--- src/design/cawr_pkg.sv ---
/*
 * Constants and types shared by the core datapath and its arithmetic/logic unit.
 * Assumes a 14-bit instruction word and 8-bit data memory.
 */
package cawr_pkg;

  // ********************************************************
  // widths
  // ********************************************************
  localparam int DATA_W = 8;
  localparam int INSN_W = 14;
  localparam int ADDR_W = 8;
  localparam int PHASES_PER_CYCLE = 4;

  // ********************************************************
  // special function register addresses in data memory
  // ********************************************************
  localparam logic [7:0] ADR_INDIRECT = 8'h00;
  localparam logic [7:0] ADR_PC_LOW = 8'h02;
  localparam logic [7:0] ADR_STATUS = 8'h03;
  localparam logic [7:0] ADR_POINTER = 8'h04;

  // ********************************************************
  // status register bit positions and reset value
  // ********************************************************
  localparam int ST_CARRY = 0;
  localparam int ST_NIBBLE = 1;
  localparam int ST_ZERO = 2;
  localparam logic [2:0] STATUS_RESET = 3'h0;
  localparam logic [2:0] FLAGS_NONE = 3'h0;
  localparam logic [2:0] FLAGS_C = 3'h1;
  localparam logic [2:0] FLAGS_Z = 3'h4;
  localparam logic [2:0] FLAGS_CDZ = 3'h7;

  // ********************************************************
  // instruction word fields
  // ********************************************************
  localparam int CLS_HI = 13;
  localparam int CLS_LO = 12;
  localparam int OP_HI = 11;
  localparam int OP_LO = 8;
  localparam int DEST_BIT = 7;
  localparam int FILE_HI = 6;
  localparam int JUMP_SEL = 11;
  localparam logic [1:0] CLS_BYTE = 2'h0;
  localparam logic [1:0] CLS_BIT = 2'h1;
  localparam logic [1:0] CLS_JUMP = 2'h2;
  localparam logic [1:0] CLS_LIT = 2'h3;
  localparam logic [13:0] INSN_NOP = 14'h0000;

  // literal operations, field OP_HI:OP_LO
  localparam logic [3:0] LIT_MOVE = 4'h0;
  localparam logic [3:0] LIT_OR = 4'h1;
  localparam logic [3:0] LIT_AND = 4'h2;
  localparam logic [3:0] LIT_XOR = 4'h3;
  localparam logic [3:0] LIT_SUB = 4'h4;
  localparam logic [3:0] LIT_ADD = 4'h5;

  // ********************************************************
  // reset values
  // ********************************************************
  localparam logic [7:0] ACC_RESET = 8'h00;
  localparam logic [7:0] POINTER_RESET = 8'h00;

  // byte operations use the opcode field directly as the alu operation
  typedef enum logic [3:0] {
    ALU_PASS_W = 4'h0,
    ALU_ZERO = 4'h1,
    ALU_SUB = 4'h2,
    ALU_DEC = 4'h3,
    ALU_OR = 4'h4,
    ALU_AND = 4'h5,
    ALU_XOR = 4'h6,
    ALU_ADD = 4'h7,
    ALU_PASS_F = 4'h8,
    ALU_COM = 4'h9,
    ALU_INC = 4'hA,
    ALU_RL = 4'hB,
    ALU_RR = 4'hC,
    ALU_SWAP = 4'hD,
    ALU_NONE_E = 4'hE,
    ALU_NONE_F = 4'hF
  } cawr_alu_op_t;

  typedef enum logic [3:0] {
    PH_DECODE = 4'b0001,
    PH_OPERAND_READ = 4'b0010,
    PH_EXECUTE = 4'b0100,
    PH_RESULT_WRITE = 4'b1000
  } cawr_phase_t;

endpackage : cawr_pkg

--- src/design/cawr_core.sv ---
/*
 * Datapath of an 8-bit core: four-phase instruction cycle, two-stage
 * fetch/execute pipeline, accumulator, status flags and the special
 * function registers held inside the core.
 * Assumes program memory returns the word at o_prog_addr in the same cycle
 * and data memory returns read data in the cycle o_data_rd is high.
 */
//
// Summary of operation
// - alu works on 8-bit operands: add, subtract, shift, logic
// - arithmetic uses two's complement on the 8-bit operands
// - two-operand ops use accumulator plus file register or immediate constant
// - single-operand ops take accumulator or a file register
// - accumulator is 8 bits, operand storage, has no data-memory address
// - alu updates carry, nibble carry and zero flags per instruction
// - on subtract, carry and nibble carry are inverted borrows
// - each instruction is one 14-bit word fetched per cycle on own bus
// - fetch overlaps execute; all but branches take one instruction cycle
// - program and data memories use separate buses
// - special function registers, program counter too, sit in data memory
// - file registers reachable directly and indirectly with any operation
// - instruction cycle is four phases from clock divided by four
// - operand read in operand read phase, result written in write phase
// - program counter change takes two cycles; prefetched word discarded
`timescale 1ns/100ps
module cawr_core
  import cawr_pkg::*;
#(
  parameter int PC_W = 11
) (
  input wire logic i_clk,
  input wire logic i_nrst,
  input wire logic [13:0] i_prog_data,
  output logic [PC_W-1:0] o_prog_addr,
  output logic o_prog_latch,
  input wire logic [7:0] i_data_rdata,
  output logic [7:0] o_data_addr,
  output logic o_data_rd,
  output logic o_data_wr,
  output logic [7:0] o_data_wdata,
  output logic [7:0] o_acc,
  output logic [2:0] o_status,
  output logic [3:0] o_phase
);

  cawr_phase_t phase_reg;
  logic [PC_W-1:0] pc_reg;
  logic [13:0] fetch_reg;
  logic flush_reg;
  logic [13:0] insn_reg;
  logic [7:0] addr_reg;
  logic [7:0] operand_reg;
  logic [7:0] acc_reg;
  logic [7:0] pointer_reg;
  logic [2:0] status_reg;
  logic [7:0] result_reg;
  logic [2:0] flags_reg;

  logic [1:0] insn_class;
  logic [3:0] insn_op;
  logic dest_file;
  logic is_lit;
  logic is_jump;
  logic is_byte;
  cawr_alu_op_t alu_op;
  logic [2:0] flag_mask;
  logic [7:0] alu_result;
  logic alu_carry;
  logic alu_nibble;
  logic alu_zero;
  logic addr_internal;
  logic [7:0] core_rdata;
  logic write_file;
  logic pc_write;
  logic [13:0] next_insn;

  // ********************************************************
  // phase sequencer: clock divided by four
  // ********************************************************
  always_ff @(posedge i_clk or negedge i_nrst) begin
    if (!i_nrst) begin
      phase_reg <= PH_DECODE;
    end else begin
      case (phase_reg)
        PH_DECODE: phase_reg <= PH_OPERAND_READ;
        PH_OPERAND_READ: phase_reg <= PH_EXECUTE;
        PH_EXECUTE: phase_reg <= PH_RESULT_WRITE;
        PH_RESULT_WRITE: phase_reg <= PH_DECODE;
        default: phase_reg <= PH_DECODE;
      endcase
    end
  end

  // ********************************************************
  // decode of the executing instruction
  // ********************************************************
  always_comb begin
    insn_class = insn_reg[CLS_HI:CLS_LO];
    insn_op = insn_reg[OP_HI:OP_LO];
    dest_file = insn_reg[DEST_BIT];
    is_lit = (insn_class == CLS_LIT);
    is_jump = (insn_class == CLS_JUMP) && !insn_reg[JUMP_SEL];
    is_byte = (insn_class == CLS_BYTE);
    alu_op = ALU_NONE_F;
    flag_mask = FLAGS_NONE;
    if (is_byte) begin
      alu_op = cawr_alu_op_t'(insn_op);
      case (alu_op)
        ALU_ZERO, ALU_DEC, ALU_OR, ALU_AND, ALU_XOR: flag_mask = FLAGS_Z;
        ALU_PASS_F, ALU_COM, ALU_INC: flag_mask = FLAGS_Z;
        ALU_SUB, ALU_ADD: flag_mask = FLAGS_CDZ;
        ALU_RL, ALU_RR: flag_mask = FLAGS_C;
        default: flag_mask = FLAGS_NONE;
      endcase
    end else if (is_lit) begin
      case (insn_op)
        LIT_MOVE: alu_op = ALU_PASS_F;
        LIT_OR: alu_op = ALU_OR;
        LIT_AND: alu_op = ALU_AND;
        LIT_XOR: alu_op = ALU_XOR;
        LIT_SUB: alu_op = ALU_SUB;
        LIT_ADD: alu_op = ALU_ADD;
        default: alu_op = ALU_NONE_F;
      endcase
      case (insn_op)
        LIT_OR, LIT_AND, LIT_XOR: flag_mask = FLAGS_Z;
        LIT_SUB, LIT_ADD: flag_mask = FLAGS_CDZ;
        default: flag_mask = FLAGS_NONE;
      endcase
    end
  end

  // file operation whose opcode is a real operation and whose target is a file
  assign write_file = is_byte && dest_file && (insn_op < 4'hE);
  assign pc_write = write_file && (addr_reg == ADR_PC_LOW);
  // a pointer of zero lands on the indirect slot itself, which never reaches the bus
  assign addr_internal = (addr_reg == ADR_INDIRECT) || (addr_reg == ADR_PC_LOW)
                         || (addr_reg == ADR_STATUS) || (addr_reg == ADR_POINTER);
  assign next_insn = flush_reg ? INSN_NOP : fetch_reg;

  always_comb begin
    core_rdata = 8'h00;
    case (addr_reg)
      ADR_INDIRECT: core_rdata = 8'h00;
      ADR_PC_LOW: core_rdata = pc_reg[7:0];
      ADR_STATUS: core_rdata = {5'h00, status_reg};
      ADR_POINTER: core_rdata = pointer_reg;
      default: core_rdata = i_data_rdata;
    endcase
  end

  // ********************************************************
  // fetch: program counter and prefetch latch
  // ********************************************************
  always_ff @(posedge i_clk or negedge i_nrst) begin
    if (!i_nrst) begin
      pc_reg <= '0;
      fetch_reg <= INSN_NOP;
      flush_reg <= 1'b1;
    end else if (phase_reg == PH_RESULT_WRITE) begin
      fetch_reg <= i_prog_data;
      if (is_jump) begin
        pc_reg <= insn_reg[PC_W-1:0];
        flush_reg <= 1'b1;
      end else if (pc_write) begin
        pc_reg <= {pc_reg[PC_W-1:8], result_reg};
        flush_reg <= 1'b1;
      end else begin
        pc_reg <= pc_reg + 1'b1;
        flush_reg <= 1'b0;
      end
    end
  end

  // ********************************************************
  // execute stage: instruction and operand address
  // ********************************************************
  always_ff @(posedge i_clk or negedge i_nrst) begin
    if (!i_nrst) begin
      insn_reg <= INSN_NOP;
      addr_reg <= 8'h00;
    end else if (phase_reg == PH_DECODE) begin
      insn_reg <= next_insn;
      if (next_insn[FILE_HI:0] == ADR_INDIRECT[FILE_HI:0]) begin
        addr_reg <= pointer_reg;
      end else begin
        addr_reg <= {1'b0, next_insn[FILE_HI:0]};
      end
    end
  end

  // operand latched at the end of the operand read phase
  always_ff @(posedge i_clk or negedge i_nrst) begin
    if (!i_nrst) begin
      operand_reg <= 8'h00;
    end else if (phase_reg == PH_OPERAND_READ) begin
      if (is_lit) begin
        operand_reg <= insn_reg[7:0];
      end else begin
        operand_reg <= core_rdata;
      end
    end
  end

  cawr_alu u_alu (
    .i_op(alu_op),
    .i_acc(acc_reg),
    .i_operand(operand_reg),
    .i_carry(status_reg[ST_CARRY]),
    .o_result(alu_result),
    .o_carry(alu_carry),
    .o_nibble(alu_nibble),
    .o_zero(alu_zero)
  );

  always_ff @(posedge i_clk or negedge i_nrst) begin
    if (!i_nrst) begin
      result_reg <= 8'h00;
      flags_reg <= STATUS_RESET;
    end else if (phase_reg == PH_EXECUTE) begin
      result_reg <= alu_result;
      flags_reg <= {alu_zero, alu_nibble, alu_carry};
    end
  end

  // ********************************************************
  // result write: accumulator, pointer, status
  // ********************************************************
  always_ff @(posedge i_clk or negedge i_nrst) begin
    if (!i_nrst) begin
      acc_reg <= ACC_RESET;
    end else if (phase_reg == PH_RESULT_WRITE) begin
      if ((is_byte && !dest_file && insn_op < 4'hE) || (is_lit && insn_op <= LIT_ADD)) begin
        acc_reg <= result_reg;
      end
    end
  end

  always_ff @(posedge i_clk or negedge i_nrst) begin
    if (!i_nrst) begin
      pointer_reg <= POINTER_RESET;
    end else if (phase_reg == PH_RESULT_WRITE && write_file && addr_reg == ADR_POINTER) begin
      pointer_reg <= result_reg;
    end
  end

  // flag update from the alu takes precedence over a write to the status register
  always_ff @(posedge i_clk or negedge i_nrst) begin
    if (!i_nrst) begin
      status_reg <= STATUS_RESET;
    end else if (phase_reg == PH_RESULT_WRITE) begin
      for (int i = 0; i < 3; i++) begin
        if (flag_mask[i]) begin
          status_reg[i] <= flags_reg[i];
        end else if (write_file && addr_reg == ADR_STATUS) begin
          status_reg[i] <= result_reg[i];
        end
      end
    end
  end

  // ********************************************************
  // outputs: separate program and data buses
  // ********************************************************
  assign o_prog_addr = pc_reg;
  assign o_prog_latch = (phase_reg == PH_RESULT_WRITE);
  assign o_data_addr = addr_reg;
  assign o_data_rd = (phase_reg == PH_OPERAND_READ) && is_byte && !addr_internal;
  assign o_data_wr = (phase_reg == PH_RESULT_WRITE) && write_file && !addr_internal;
  assign o_data_wdata = result_reg;
  assign o_acc = acc_reg;
  assign o_status = status_reg;
  assign o_phase = phase_reg;

endmodule : cawr_core

--- src/design/cawr_alu.sv ---
/*
 * 8-bit arithmetic/logic unit, purely combinational.
 * Assumes the caller registers operands and decides which flags to keep.
 */
`timescale 1ns/100ps
module cawr_alu
  import cawr_pkg::*;
(
  input wire cawr_alu_op_t i_op,
  input wire logic [7:0] i_acc,
  input wire logic [7:0] i_operand,
  input wire logic i_carry,
  output logic [7:0] o_result,
  output logic o_carry,
  output logic o_nibble,
  output logic o_zero
);

  logic [8:0] add_sum;
  logic [8:0] sub_sum;
  logic [4:0] add_nib;
  logic [4:0] sub_nib;

  // ********************************************************
  // two's complement add and subtract (operand minus accumulator)
  // ********************************************************
  always_comb begin
    add_sum = {1'b0, i_operand} + {1'b0, i_acc};
    add_nib = {1'b0, i_operand[3:0]} + {1'b0, i_acc[3:0]};
    sub_sum = {1'b0, i_operand} + {1'b0, ~i_acc} + 9'h001;
    sub_nib = {1'b0, i_operand[3:0]} + {1'b0, ~i_acc[3:0]} + 5'h01;
  end

  always_comb begin
    o_carry = i_carry;
    o_nibble = 1'b0;
    o_result = i_operand;
    case (i_op)
      ALU_PASS_W: o_result = i_acc;
      ALU_ZERO: o_result = 8'h00;
      ALU_SUB: begin
        o_result = sub_sum[7:0];
        o_carry = sub_sum[8];
        o_nibble = sub_nib[4];
      end
      ALU_DEC: o_result = i_operand - 8'h01;
      ALU_OR: o_result = i_operand | i_acc;
      ALU_AND: o_result = i_operand & i_acc;
      ALU_XOR: o_result = i_operand ^ i_acc;
      ALU_ADD: begin
        o_result = add_sum[7:0];
        o_carry = add_sum[8];
        o_nibble = add_nib[4];
      end
      ALU_PASS_F: o_result = i_operand;
      ALU_COM: o_result = ~i_operand;
      ALU_INC: o_result = i_operand + 8'h01;
      ALU_RL: begin
        o_result = {i_operand[6:0], i_carry};
        o_carry = i_operand[7];
      end
      ALU_RR: begin
        o_result = {i_carry, i_operand[7:1]};
        o_carry = i_operand[0];
      end
      ALU_SWAP: o_result = {i_operand[3:0], i_operand[7:4]};
      default: o_result = i_operand;
    endcase
    o_zero = (o_result == 8'h00);
  end

endmodule : cawr_alu

--- config.mk ---
export PLATFORM = sky130hd
export DESIGN_NAME = cawr_core
export DESIGN_NICKNAME = d
export VERILOG_FILES = /design/src/design/cawr_pkg.sv /design/src/design/cawr_core.sv /design/src/design/cawr_alu.sv
export SDC_FILE = /design/constraint.sdc
export NUM_CORES = 1
export LEC_CHECK = 0
export BUFFER_PORTS_ARGS = -buffer_cell sky130_fd_sc_hd__buf_2
export CAP_MARGIN = 40
export CORE_UTILIZATION = 54
export DETAILED_ROUTE_END_ITERATION = 12
export MAX_ROUTING_LAYER = met4
export PLACE_DENSITY = 0.85
export SETUP_SLACK_MARGIN = 0.05
export SYNTH_ARGS = -nofsm -noshare
export SYNTH_HDL_FRONTEND = slang
export SYNTH_HIERARCHICAL = 1
export SYNTH_SLANG_ARGS = --single-unit
--- constraint.sdc ---
create_clock -name i_clk -period 4.1 [get_ports i_clk]
set_input_delay 0.205 -clock i_clk [delete_from_list [all_inputs] [get_ports i_clk]]
set_output_delay 0.205 -clock i_clk [all_outputs]
set_load 0.005 [all_outputs]
; Yosys cells after proc, flatten, opt, wreduce, memory -nomap -nowiden
; Memory sizes are Yosys's and may differ from the RTL's.
; Index checks and enable logic that the tools add are counted.
[word_totals]
word_cells = 120
regBits = 90
output_inout_bits = 45
in_bits = 24
mem_bits_ro = 48
n_memories = 1
[classes]
n_eq_ne = 27
bitwise_logic = 6
n_mux = 24
reduce_logical = 36
magnitude_cmp = 2
add_sub_neg = 9
[mem_list]
columns = memory, words, width, rd, rd_ports_with_merged_regs, write_ports, line
row1 = (name not given), 16, 3, 1, 0, 0, cawr_core.sv:108  ; case (alu_op)
[op_table]
columns = cell, count
row1 = case mux 8 bit (13 select lines), 1
row2 = case mux 8 bit (4 select lines), 1
row3 = == test 4 x 3 -> 1 bit (second input constant), 7
row4 = == test 4 bit (second input constant), 6
row5 = case mux 4 bit (6 select lines), 1
row6 = 2-to-1 mux 11 bit, 2
row7 = == test 4 x 2 -> 1 bit (second input constant), 5
row8 = adder 8 x 8 -> 9 bit, 2
row9 = == test 8 x 2 -> 1 bit (second input constant), 2
row10 = logical NOT 8 bit, 2
row11 = 2-to-1 mux 8 bit, 2
row12 = inverter 8 bit, 2
row13 = 2-to-1 mux 14 bit, 1
row14 = logical AND 1 bit, 13
row15 = == test 4 x 1 -> 1 bit (second input constant), 3
row16 = case mux 4 bit (3 select lines), 1
row17 = adder 11 x 1 -> 11 bit (second input constant), 1
row18 = adder 4 x 4 -> 5 bit, 2
row19 = AND reduction 2 bit, 5
row20 = adder 9 x 1 -> 9 bit (second input constant), 1
row21 = adder 8 x 1 -> 8 bit (second input constant), 1
row22 = bitwise AND 8 bit, 1
row23 = == test 8 x 3 -> 1 bit (second input constant), 1
row24 = logical NOT 4 bit, 2
row25 = 22 further kinds, 39

; Depth between registers and ports, before layout
; Gate-level depths: netlist of the first run.
[logic_depth]
word_depth = 7
ltp_mapped = 18
depth_no_buf = 15

; Modules after synthesis
; The synthesis of the first run kept the hierarchy.
[modules_own_cells]
columns = module, cells_per_inst, area_each_um2, n_inst, seq_area_each_um2
row1 = cawr_core, 456, 4428.0, 1, 2254.7
row2 = cawr_alu, 322, 2262.2, 1, 0.0

; Worst setup path before layout of the first run
; Ideal clock, no wire load.
[synth_path]
path_type = register to register
start = register insn_reg[11]
end = register flags_reg[2]
period_less_slack_ns = 3.904
setup_ns = 0.066
t_required_ns = 4.034
path_stages_with_launch = 17
t_arrival_ns = 3.838
path_buffers = 1
path_slack_ns = 0.196
cell_sequence = dfrtp_1 -> clkbuf_1 -> nand2b_1 -> a21oi_1 -> a21oi_1 -> clkinv_1 -> nand4_1 -> inv_1 -> fa_1 -> nand2b_1 -> a21oi_1 -> xor2_1 -> a22o_1 -> o32a_1 -> nor4b_2 -> o2111a_1 -> mux2_2
[synth_via]
elab_chain_len = 7
elab_cells_between_ends = 24
cone_classes = eq/ne: 17 / mux: 4 / reduce/logical: 3
[synth_rtl]
columns = element, line
row1 = start: declaration, cawr_core.sv:50  ; logic [13:0] insn_reg;
row2 = start signal: assignment, cawr_core.sv:183  ; insn_reg <= next_insn;
row3 = == test 4 x 3 -> 1 bit (tied with other cells), cawr_core.sv:116  ; case (insn_op)
row4 = case mux 4 bit (6 select lines) (*), cawr_core.sv:116
row5 = 2-to-1 mux 4 bit (*), cawr_core.sv:115  ; end else if (is_lit) begin
row6 = 2-to-1 mux 4 bit (*), cawr_core.sv:106  ; if (is_byte) begin
row7 = net alu_op[0], cawr_core.sv:65  ; cawr_alu_op_t alu_op;
row8 = == test 4 bit (tied with other cells), cawr_alu.sv:38  ; case (i_op)
row9 = case mux 8 bit (13 select lines) (*), cawr_alu.sv:38
row10 = net alu_result[4], cawr_core.sv:67  ; logic [7:0] alu_result;
row11 = logical NOT 8 bit (*), cawr_alu.sv:69  ; o_zero = (o_result == 8'h00);
row12 = net alu_zero, cawr_core.sv:70  ; logic alu_zero;
row13 = end signal: assignment, cawr_core.sv:222  ; flags_reg <= {alu_zero, alu_nibble, alu_carry};
row14 = end: declaration, cawr_core.sv:57  ; logic [2:0] flags_reg;
; The timed path passes the listed nets; every way through them passes the cells marked *.
; A chain may end at the register's enable or synchronous reset.

; Final worst setup path of the first run
[layout_path]
start = register insn_reg[12]
end = register flags_reg[2]
[layout_via]
elab_chain_len = 6
elab_cells_between_ends = 19
cone_classes = eq/ne: 13 / mux: 3 / reduce/logical: 3
[layout_rtl]
columns = element, line
row1 = == test 2 bit, cawr_core.sv:101  ; is_lit = (insn_class == CLS_LIT);
row2 = 2-to-1 mux 4 bit, cawr_core.sv:115
row3 = 2-to-1 mux 4 bit (*), cawr_core.sv:106
row4 = net alu_op[1], cawr_core.sv:65
row5 = == test 4 bit (tied with other cells), cawr_alu.sv:38
row6 = case mux 8 bit (13 select lines) (*), cawr_alu.sv:38
row7 = net alu_result[4], cawr_core.sv:67
row8 = logical NOT 8 bit (*), cawr_alu.sv:69
row9 = net alu_zero, cawr_core.sv:70
; Marks and branches as above.

==> results of run 1 <==
synth_stat cells, types with 4 or more instances:
| cell type | count |
|---|---|
| nand2_1 | 101 |
| dfrtp_1 | 88 |
| o21ai_0 | 68 |
| nor2_1 | 48 |
| a21oi_1 | 37 |
| ha_1 | 33 |
| inv_1 | 32 |
| nand2b_1 | 32 |
| mux2_2 | 28 |
| clkbuf_1 | 23 |
| nand3_1 | 21 |
| a31oi_1 | 16 |
| nor3_1 | 16 |
| a221oi_1 | 13 |
| buf_2 | 13 |
| a22o_1 | 12 |
| a22oi_1 | 12 |
| a21o_1 | 9 |
| xnor2_1 | 9 |
| nor2b_1 | 8 |
| a211oi_1 | 7 |
| nand3b_1 | 7 |
| a2bb2oi_1 | 6 |
| and2_1 | 6 |
| and3_1 | 6 |
| buf_6 | 6 |
| o211ai_1 | 6 |
| o21bai_1 | 6 |
| o22ai_1 | 6 |
| xor2_1 | 6 |
| nand4_1 | 5 |
| o2bb2ai_1 | 5 |
| buf_4 | 4 |
| nor4b_1 | 4 |
| o31ai_1 | 4 |
kinds of logic (layout without fill, tap and decap cells):
logic type / count (synthesis) / count (layout)
simple gates: 286 / 286
mux: 30 / 30
compound gates: 237 / 237
fa+ha+maj: 36 / 36
buf+inv: 84 / 140
flops: 90 / 90
xor+xnor: 15 / 15
timing repair:
action	CTS	global route
gates resized for setup	0	0
hold endpoints to repair	49	0
hold buffers	1	0
buffers inserted	0	0
critical path, delay by kind of cell (launching register included):
family	cells	cell delay (ns)
and+or+nand+nor	4	0.77
buffers and inverters	2	0.27
muxes	1	0.14
xor gates and xnor gates	1	0.09
adders and majority gates	1	0.41
AOI/OAI and AO/OA	6	1.38
DFF	1	0.60
final timing paths:
path	start	endpoint	slack (ns)	cells past startpoint
min in group asynchronous	i_nrst	fetch_reg[3]	0.43	2
setup / recovery	insn_reg[12]	flags_reg[2]	0.39	15
hold / removal	i_prog_data[2]	fetch_reg[2]	0.05	3
setup reg to reg	insn_reg[12]	flags_reg[2]	0.39	15
hold reg to reg	fetch_reg[13]	fetch_reg[13]	0.48	2
max in group asynchronous	i_nrst	o_acc[4]	2.72	3
area by class of cell:
type / count / area [µm²] / share of cell area
multi-input cells: 604 / 4050 / 0.542
clock buffers: 10 / 229 / 0.0306
flip-flops and latches: 90 / 2250 / 0.302
repair buffers: 89 / 503 / 0.0673
well taps: 168 / 210 / 0.0281
inverters: 35 / 131 / 0.0176
clock inverters: 6 / 96.3 / 0.0129
per-stage QoR:
stage                     worst slack [ns]  hold slack (ns)  instances
after floorplan                      0.196          -0.0906        778
after global placement               0.571            0.268        985
after detailed placement             0.471            0.268        985
after CTS                            0.447           0.0451       1002
after global routing                 0.174           0.0439       1002
final                                0.394           0.0471       1002
metal layers:
metal / vias up / part of all wire / track usage
met1: 3011 / 0.42 / 0.449
met5: - / 0 / -
met4: 0 / 0.042 / 0.153
met2: 417 / 0.45 / 0.483
li1: 2926 / - / -
met3: 58 / 0.094 / 0.0477
power breakdown:
| group | internal, W | leakage [nW] | switching (W) | total [W] |
|---|---|---|---|---|
| Clock | 0.000543 | 0.156 | 0.000357 | 0.000900 |
| Combinational | 0.000657 | 2.07 | 0.000833 | 0.00149 |
| Sequential | 0.00104 | 1.09 | 0.000284 | 0.00132 |
==> run_results.csv, run 1 <==
group,metric,value,unit
status,outcome,"finished clean",
hold_path,hp-class,"in -> reg",
sta,grt_setup_unrepaired,"no",
routing,wl_per_cell,19.6,µm
layout,nFillCells,1046,
setup_path,crit_slowest_cell,"dfrtp_1",
sta,hold_violations,0,
place,routabilityCongestion,1.03,
grt,grt_pass1_vias,5885,
synth,synth_fa_ha_area_frac,0.0707,
synth,muxShareOfSynthArea,0.0501,
layout,nets,889,
die,rows,40,
layout,final_util,0.620,
setup_path,cpMostUsedCell,"nand2b_1",
grt,grt_usage,0.329,
layout,final_area,7470,µm²
grt,grt-ovfl-total,0,
routing,ant_nets,0,
setup_path,setup.worst_path.end_class,"flip-flop",
setup_path,crit_arrival,3.99,ns
clock_network,cts_tree,"done",
synth,ys_types,82,
routing,drtIter0Drc,702,
synth,yosys.area_share.simple,0.220,
power_and_ir_drop,finalPower,0.00371,W
layout,final_common_cell,"nand2_1",
job,drv_cap,0,
power_and_ir_drop,ir_drop,0.352,mV
grt,antenna_found_initial,0,
sta,tns,0,ns
sta,fmax,0.270,GHz
layout,final_cell_mix,"101 x nand2_1, 88 x dfrtp_1, 68 x o21ai_0, 67 x buf_2, 48 x nor2_1",
synth,netlist_area,6690,µm²
sta,setup_viol,0,
synth,syn_nets,838,
place,placed_area,7140,µm²
synth,synth_edf_count,0,
routing,viasPerCell,6.40,
place,post-dp-hpwl,14100,µm
clock_network,worstSkewPairLatency,0.34,ns
synth,synth.largest_area_cell,"dfrtp_1",
synth,yosysWarnings,6,
die,dieArea,12800,µm²
setup_path,crit_type,"reg -> reg",
routing,wirelength,19700,µm
sta,slew_headroom,0.393,
setup_path,max_stage_delay,0.60,ns
synth,async_reset_ff_frac,1.00,
clock_network,cts_buffer_depth,2,
die,dieHeight,113,µm
setup_path,critPathMaxFanout,12,
clock_network,cts.sinks,90,
routing,vias,6412,
synth,ys_ff_latch,90,
clock_network,htreeDepth,3,
sta,clock_skew,0.00844,ns
sta,worst_pin_slew,0.908,ns
synth,synth_area_per_cell,8.60,µm²
place,portBuffers,68,
routing,drc,0,
grt,grt_max_degree,53,
clock_network,cts_root_buf,"clkbuf_16",
clock_network,clk_pin_slew,0.07,ns
power_and_ir_drop,p_per_area,497,nW/µm²
synth,synth_top_family_by_area,"compound AO/OA/AOI/OAI gates",
routing,firstDrtPassIters,7,
layout,drive_above_1_share,0.188,
layout,insertedDiodeCount,0,
setup_path,crit_path_start_kind,"flip-flop",
synth,synth-compound-area-share,0.242,
synth,synth_xor_xnor_area_share,0.0196,
die,coreArea,12100,µm²
synth,synth.top_cell.area_share,0.329,
clock_network,cts_made_buffers,9,
die,io_pins,69,
die,die_w,113,µm
power_and_ir_drop,p_leak,3.31,nW
grt,grt_pass1_wl,31700,µm
layout,area_growth,11.7,%
die,initial_utilization,0.555,
synth,synthTopCellsByArea,"dfrtp_1 33%, ha_1 6.2%, nand2_1 5.7%",
synth,syn-instance-count,778,
sta,drv_slew,0,
synth,synth_ff_type,"dfrtp_1",
setup_path,worstPathCellList,"nand2b_1, a211oi_1, a21oi_2, nand4_1, buf_4, inv_1, fa_1, nand2b_1, a21oi_1, xor2_1, a22o_1, o32a_1, nor4b_2, o2111a_1, mux2_2",
synth,synth-seq-area-share,0.337,
sta,period_share,0.904,
setup_path,crit_required,4.38,ns
sta,min_period,3.71,ns
No activity file was read; power rests on OpenSTA's default activity.
==> run 2: changes to the inputs <==
--- a/config.mk
+++ b/config.mk
@@ -5,12 +5,13 @@
 export SDC_FILE = /design/constraint.sdc
 export NUM_CORES = 1
 export LEC_CHECK = 0
-export BUFFER_PORTS_ARGS = -buffer_cell sky130_fd_sc_hd__buf_2
 export CAP_MARGIN = 40
-export CORE_UTILIZATION = 54
+export CORE_UTILIZATION = 57
 export DETAILED_ROUTE_END_ITERATION = 12
+export DONT_BUFFER_PORTS = 1
 export MAX_ROUTING_LAYER = met4
-export PLACE_DENSITY = 0.85
+export PLACE_DENSITY = 0.83
+export RECOVER_POWER = 50
 export SETUP_SLACK_MARGIN = 0.05
 export SYNTH_ARGS = -nofsm -noshare
 export SYNTH_HDL_FRONTEND = slang
==> run_results.csv, run 2 (synthesis results as in run 1) <==
group,metric,value,unit
layout,nets,835,
setup_path,crit_type,"reg -> reg",
layout,layout.cells.non_filler,923,
setup_path,crit_required,4.38,ns
routing,firstDrtPassIters,5,
clock_network,cts.sinks,90,
setup_path,max_stage_delay,0.57,ns
sta,slew_headroom,-0.459,
sta,worst_pin_slew,2.19,ns
setup_path,crit_buf_inv,2,
routing,ant_nets,0,
sta,drv_slew,91,
setup_path,worstPathCellList,"nand2b_1, a211oi_1, a21oi_2, nand4_1, buf_4, inv_1, fa_1, nand2b_1, a21oi_1, xor2_1, a22o_1, o32a_1, nor4b_2, o2111a_1, mux2_2",
clock_network,clk_pin_slew,0.07,ns
place,preCtsSetupSlack,0.489,ns
routing,viasPerCell,6.78,
die,initial_utilization,0.586,
job,drv_cap,1,
layout,insertedDiodeCount,0,
die,dieArea,12200,µm²
clock_network,htreeDepth,3,
die,die_w,110,µm
grt,grt_pass1_wl,32300,µm
power_and_ir_drop,swShare,0.406,
power_and_ir_drop,p_per_area,503,nW/µm²
layout,drive_above_1_share,0.115,
power_and_ir_drop,p_clk_frac,0.249,
setup_path,cp_top_family,"compound AO/OA/AOI/OAI gates",
clock_network,cts_root_buf,"clkbuf_16",
sta,setup_viol,0,
layout,final_util,0.634,
sta,tns,0,ns
die,io_pins,69,
place,portBuffers,0,
setup_path,cpMostUsedCell,"nand2b_1",
sta,fmax,0.274,GHz
power_and_ir_drop,p_int,0.00216,W
routing,drtIter0Drc,654,
sta,min_period,3.65,ns
grt,grt_pass1_vias,5926,
layout,final_common_cell,"nand2_1",
clock_network,post_cts_resized,0,
power_and_ir_drop,seqPwrFrac,0.377,
setup_path,crit_path_start_kind,"flip-flop",
die,rows,39,
routing,drc,0,
layout,area_growth,8.17,%
place,post-dp-hpwl,14800,µm
clock_network,cts_buffer_depth,2,
setup_path,crit_arrival,3.94,ns
sta,clock_skew,0.00874,ns
clock_network,cts_made_buffers,9,
die,dieHeight,110,µm
power_and_ir_drop,switchingPower,0.00148,W
layout,seq_area,2250,µm²
sta,hold_violations,0,
status,outcome,"finished, violations left",
hold_path,hp-class,"in -> reg",
layout,final_area,7240,µm²
sta,grt_setup_unrepaired,"no",
grt,grt-ovfl-total,0,
layout,multi_input_area,4050,µm²
setup_path,setup.worst_path.end_class,"flip-flop",
power_and_ir_drop,combPwrFrac,0.374,
die,coreArea,11400,µm²
routing,wl_per_cell,22.1,µm
clock_network,cts_tree,"done",
grt,grt_max_degree,91,
place,placed_area,6760,µm²
routing,vias,6255,
clock_network,worstSkewPairLatency,0.35,ns
hold_path,holdPathStages,2,
grt,antenna_found_initial,0,
layout,final_cell_mix,"101 x nand2_1, 88 x dfrtp_1, 68 x o21ai_0, 48 x nor2_1, 34 x a21oi_1",
setup_path,rr_worst_depth,15,
layout,nFillCells,966,
routing,wirelength,20400,µm
setup_path,cp.depth,15,
power_and_ir_drop,p_leak,3.10,nW
place,routabilityCongestion,0.985,
status,failed_checks,"max-capacitance violations, max-slew violations",
place,dp.cells,891,
power_and_ir_drop,ir_drop,0.352,mV
sta,setup_ws,0.448,ns
grt,grt_usage,0.366,
sta,period_share,0.891,
setup_path,critPathMaxFanout,12,
setup_path,crit_slowest_cell,"dfrtp_1",
## run 2: cell type report
type / count / share of cell area
clock buffers: 9 / 0.0311
flip-flops and latches: 90 / 0.312
clock inverters: 7 / 0.0137
inverters: 35 / 0.0182
multi-input cells: 604 / 0.560
well taps: 143 / 0.0247
repair buffers: 35 / 0.0411
## run 2: layer usage
layer  part of all wire  vias to the layer above  track usage
met4              0.040                        0        0.153
met1               0.40                     3006        0.483
met3               0.10                       61       0.0647
met5                  0                        -            -
met2               0.46                      364        0.557
li1                   -                     2824            -
## run 2: final timing paths
kind,startpoint,endpoint,slack (ns)
max,insn_reg[12],flags_reg[2],0.45
min,i_data_rdata[5],operand_reg[5],0.1
max reg2reg,insn_reg[12],flags_reg[2],0.45
min reg2reg,fetch_reg[10],fetch_reg[10],0.49
max in group asynchronous,i_nrst,insn_reg[13],1.74
min in group asynchronous,i_nrst,insn_reg[5],1.08
## run 2: power groups by stage
stage               Sequential, W  Clock, W  Combinational (W)
floorplan                 0.00124         0            0.00102
global placement          0.00137         0            0.00125
detailed placement        0.00138         0            0.00128
CTS                       0.00136  0.000909            0.00133
global route              0.00140  0.000947            0.00149
finish                    0.00137  0.000907            0.00136
## run 2: repair_timing
action / in CTS / in global routing
hold buffers: 16 / 0
hold endpoints to repair: 104 / 0
setup buffers: 0 / 0
## run 2: per-stage QoR
stage / hold WS, ns / total power [W]
final: 0.0988 / 0.00364
after global routing: 0.138 / 0.00383
after CTS: 0.105 / 0.00360
after detailed placement: -0.0894 / 0.00266
after global placement: -0.0887 / 0.00263
after floorplan: -0.0906 / 0.00226
## run 2: worst reg2reg max path, delay by kind of cell, from the launching register on
kind	cells	cell delay, ns
fa+ha+maj	1	0.41
mux	1	0.15
compound gates	6	1.36
buf+inv	2	0.27
flops	1	0.57
simple gates	4	0.75
xor+xnor	1	0.09
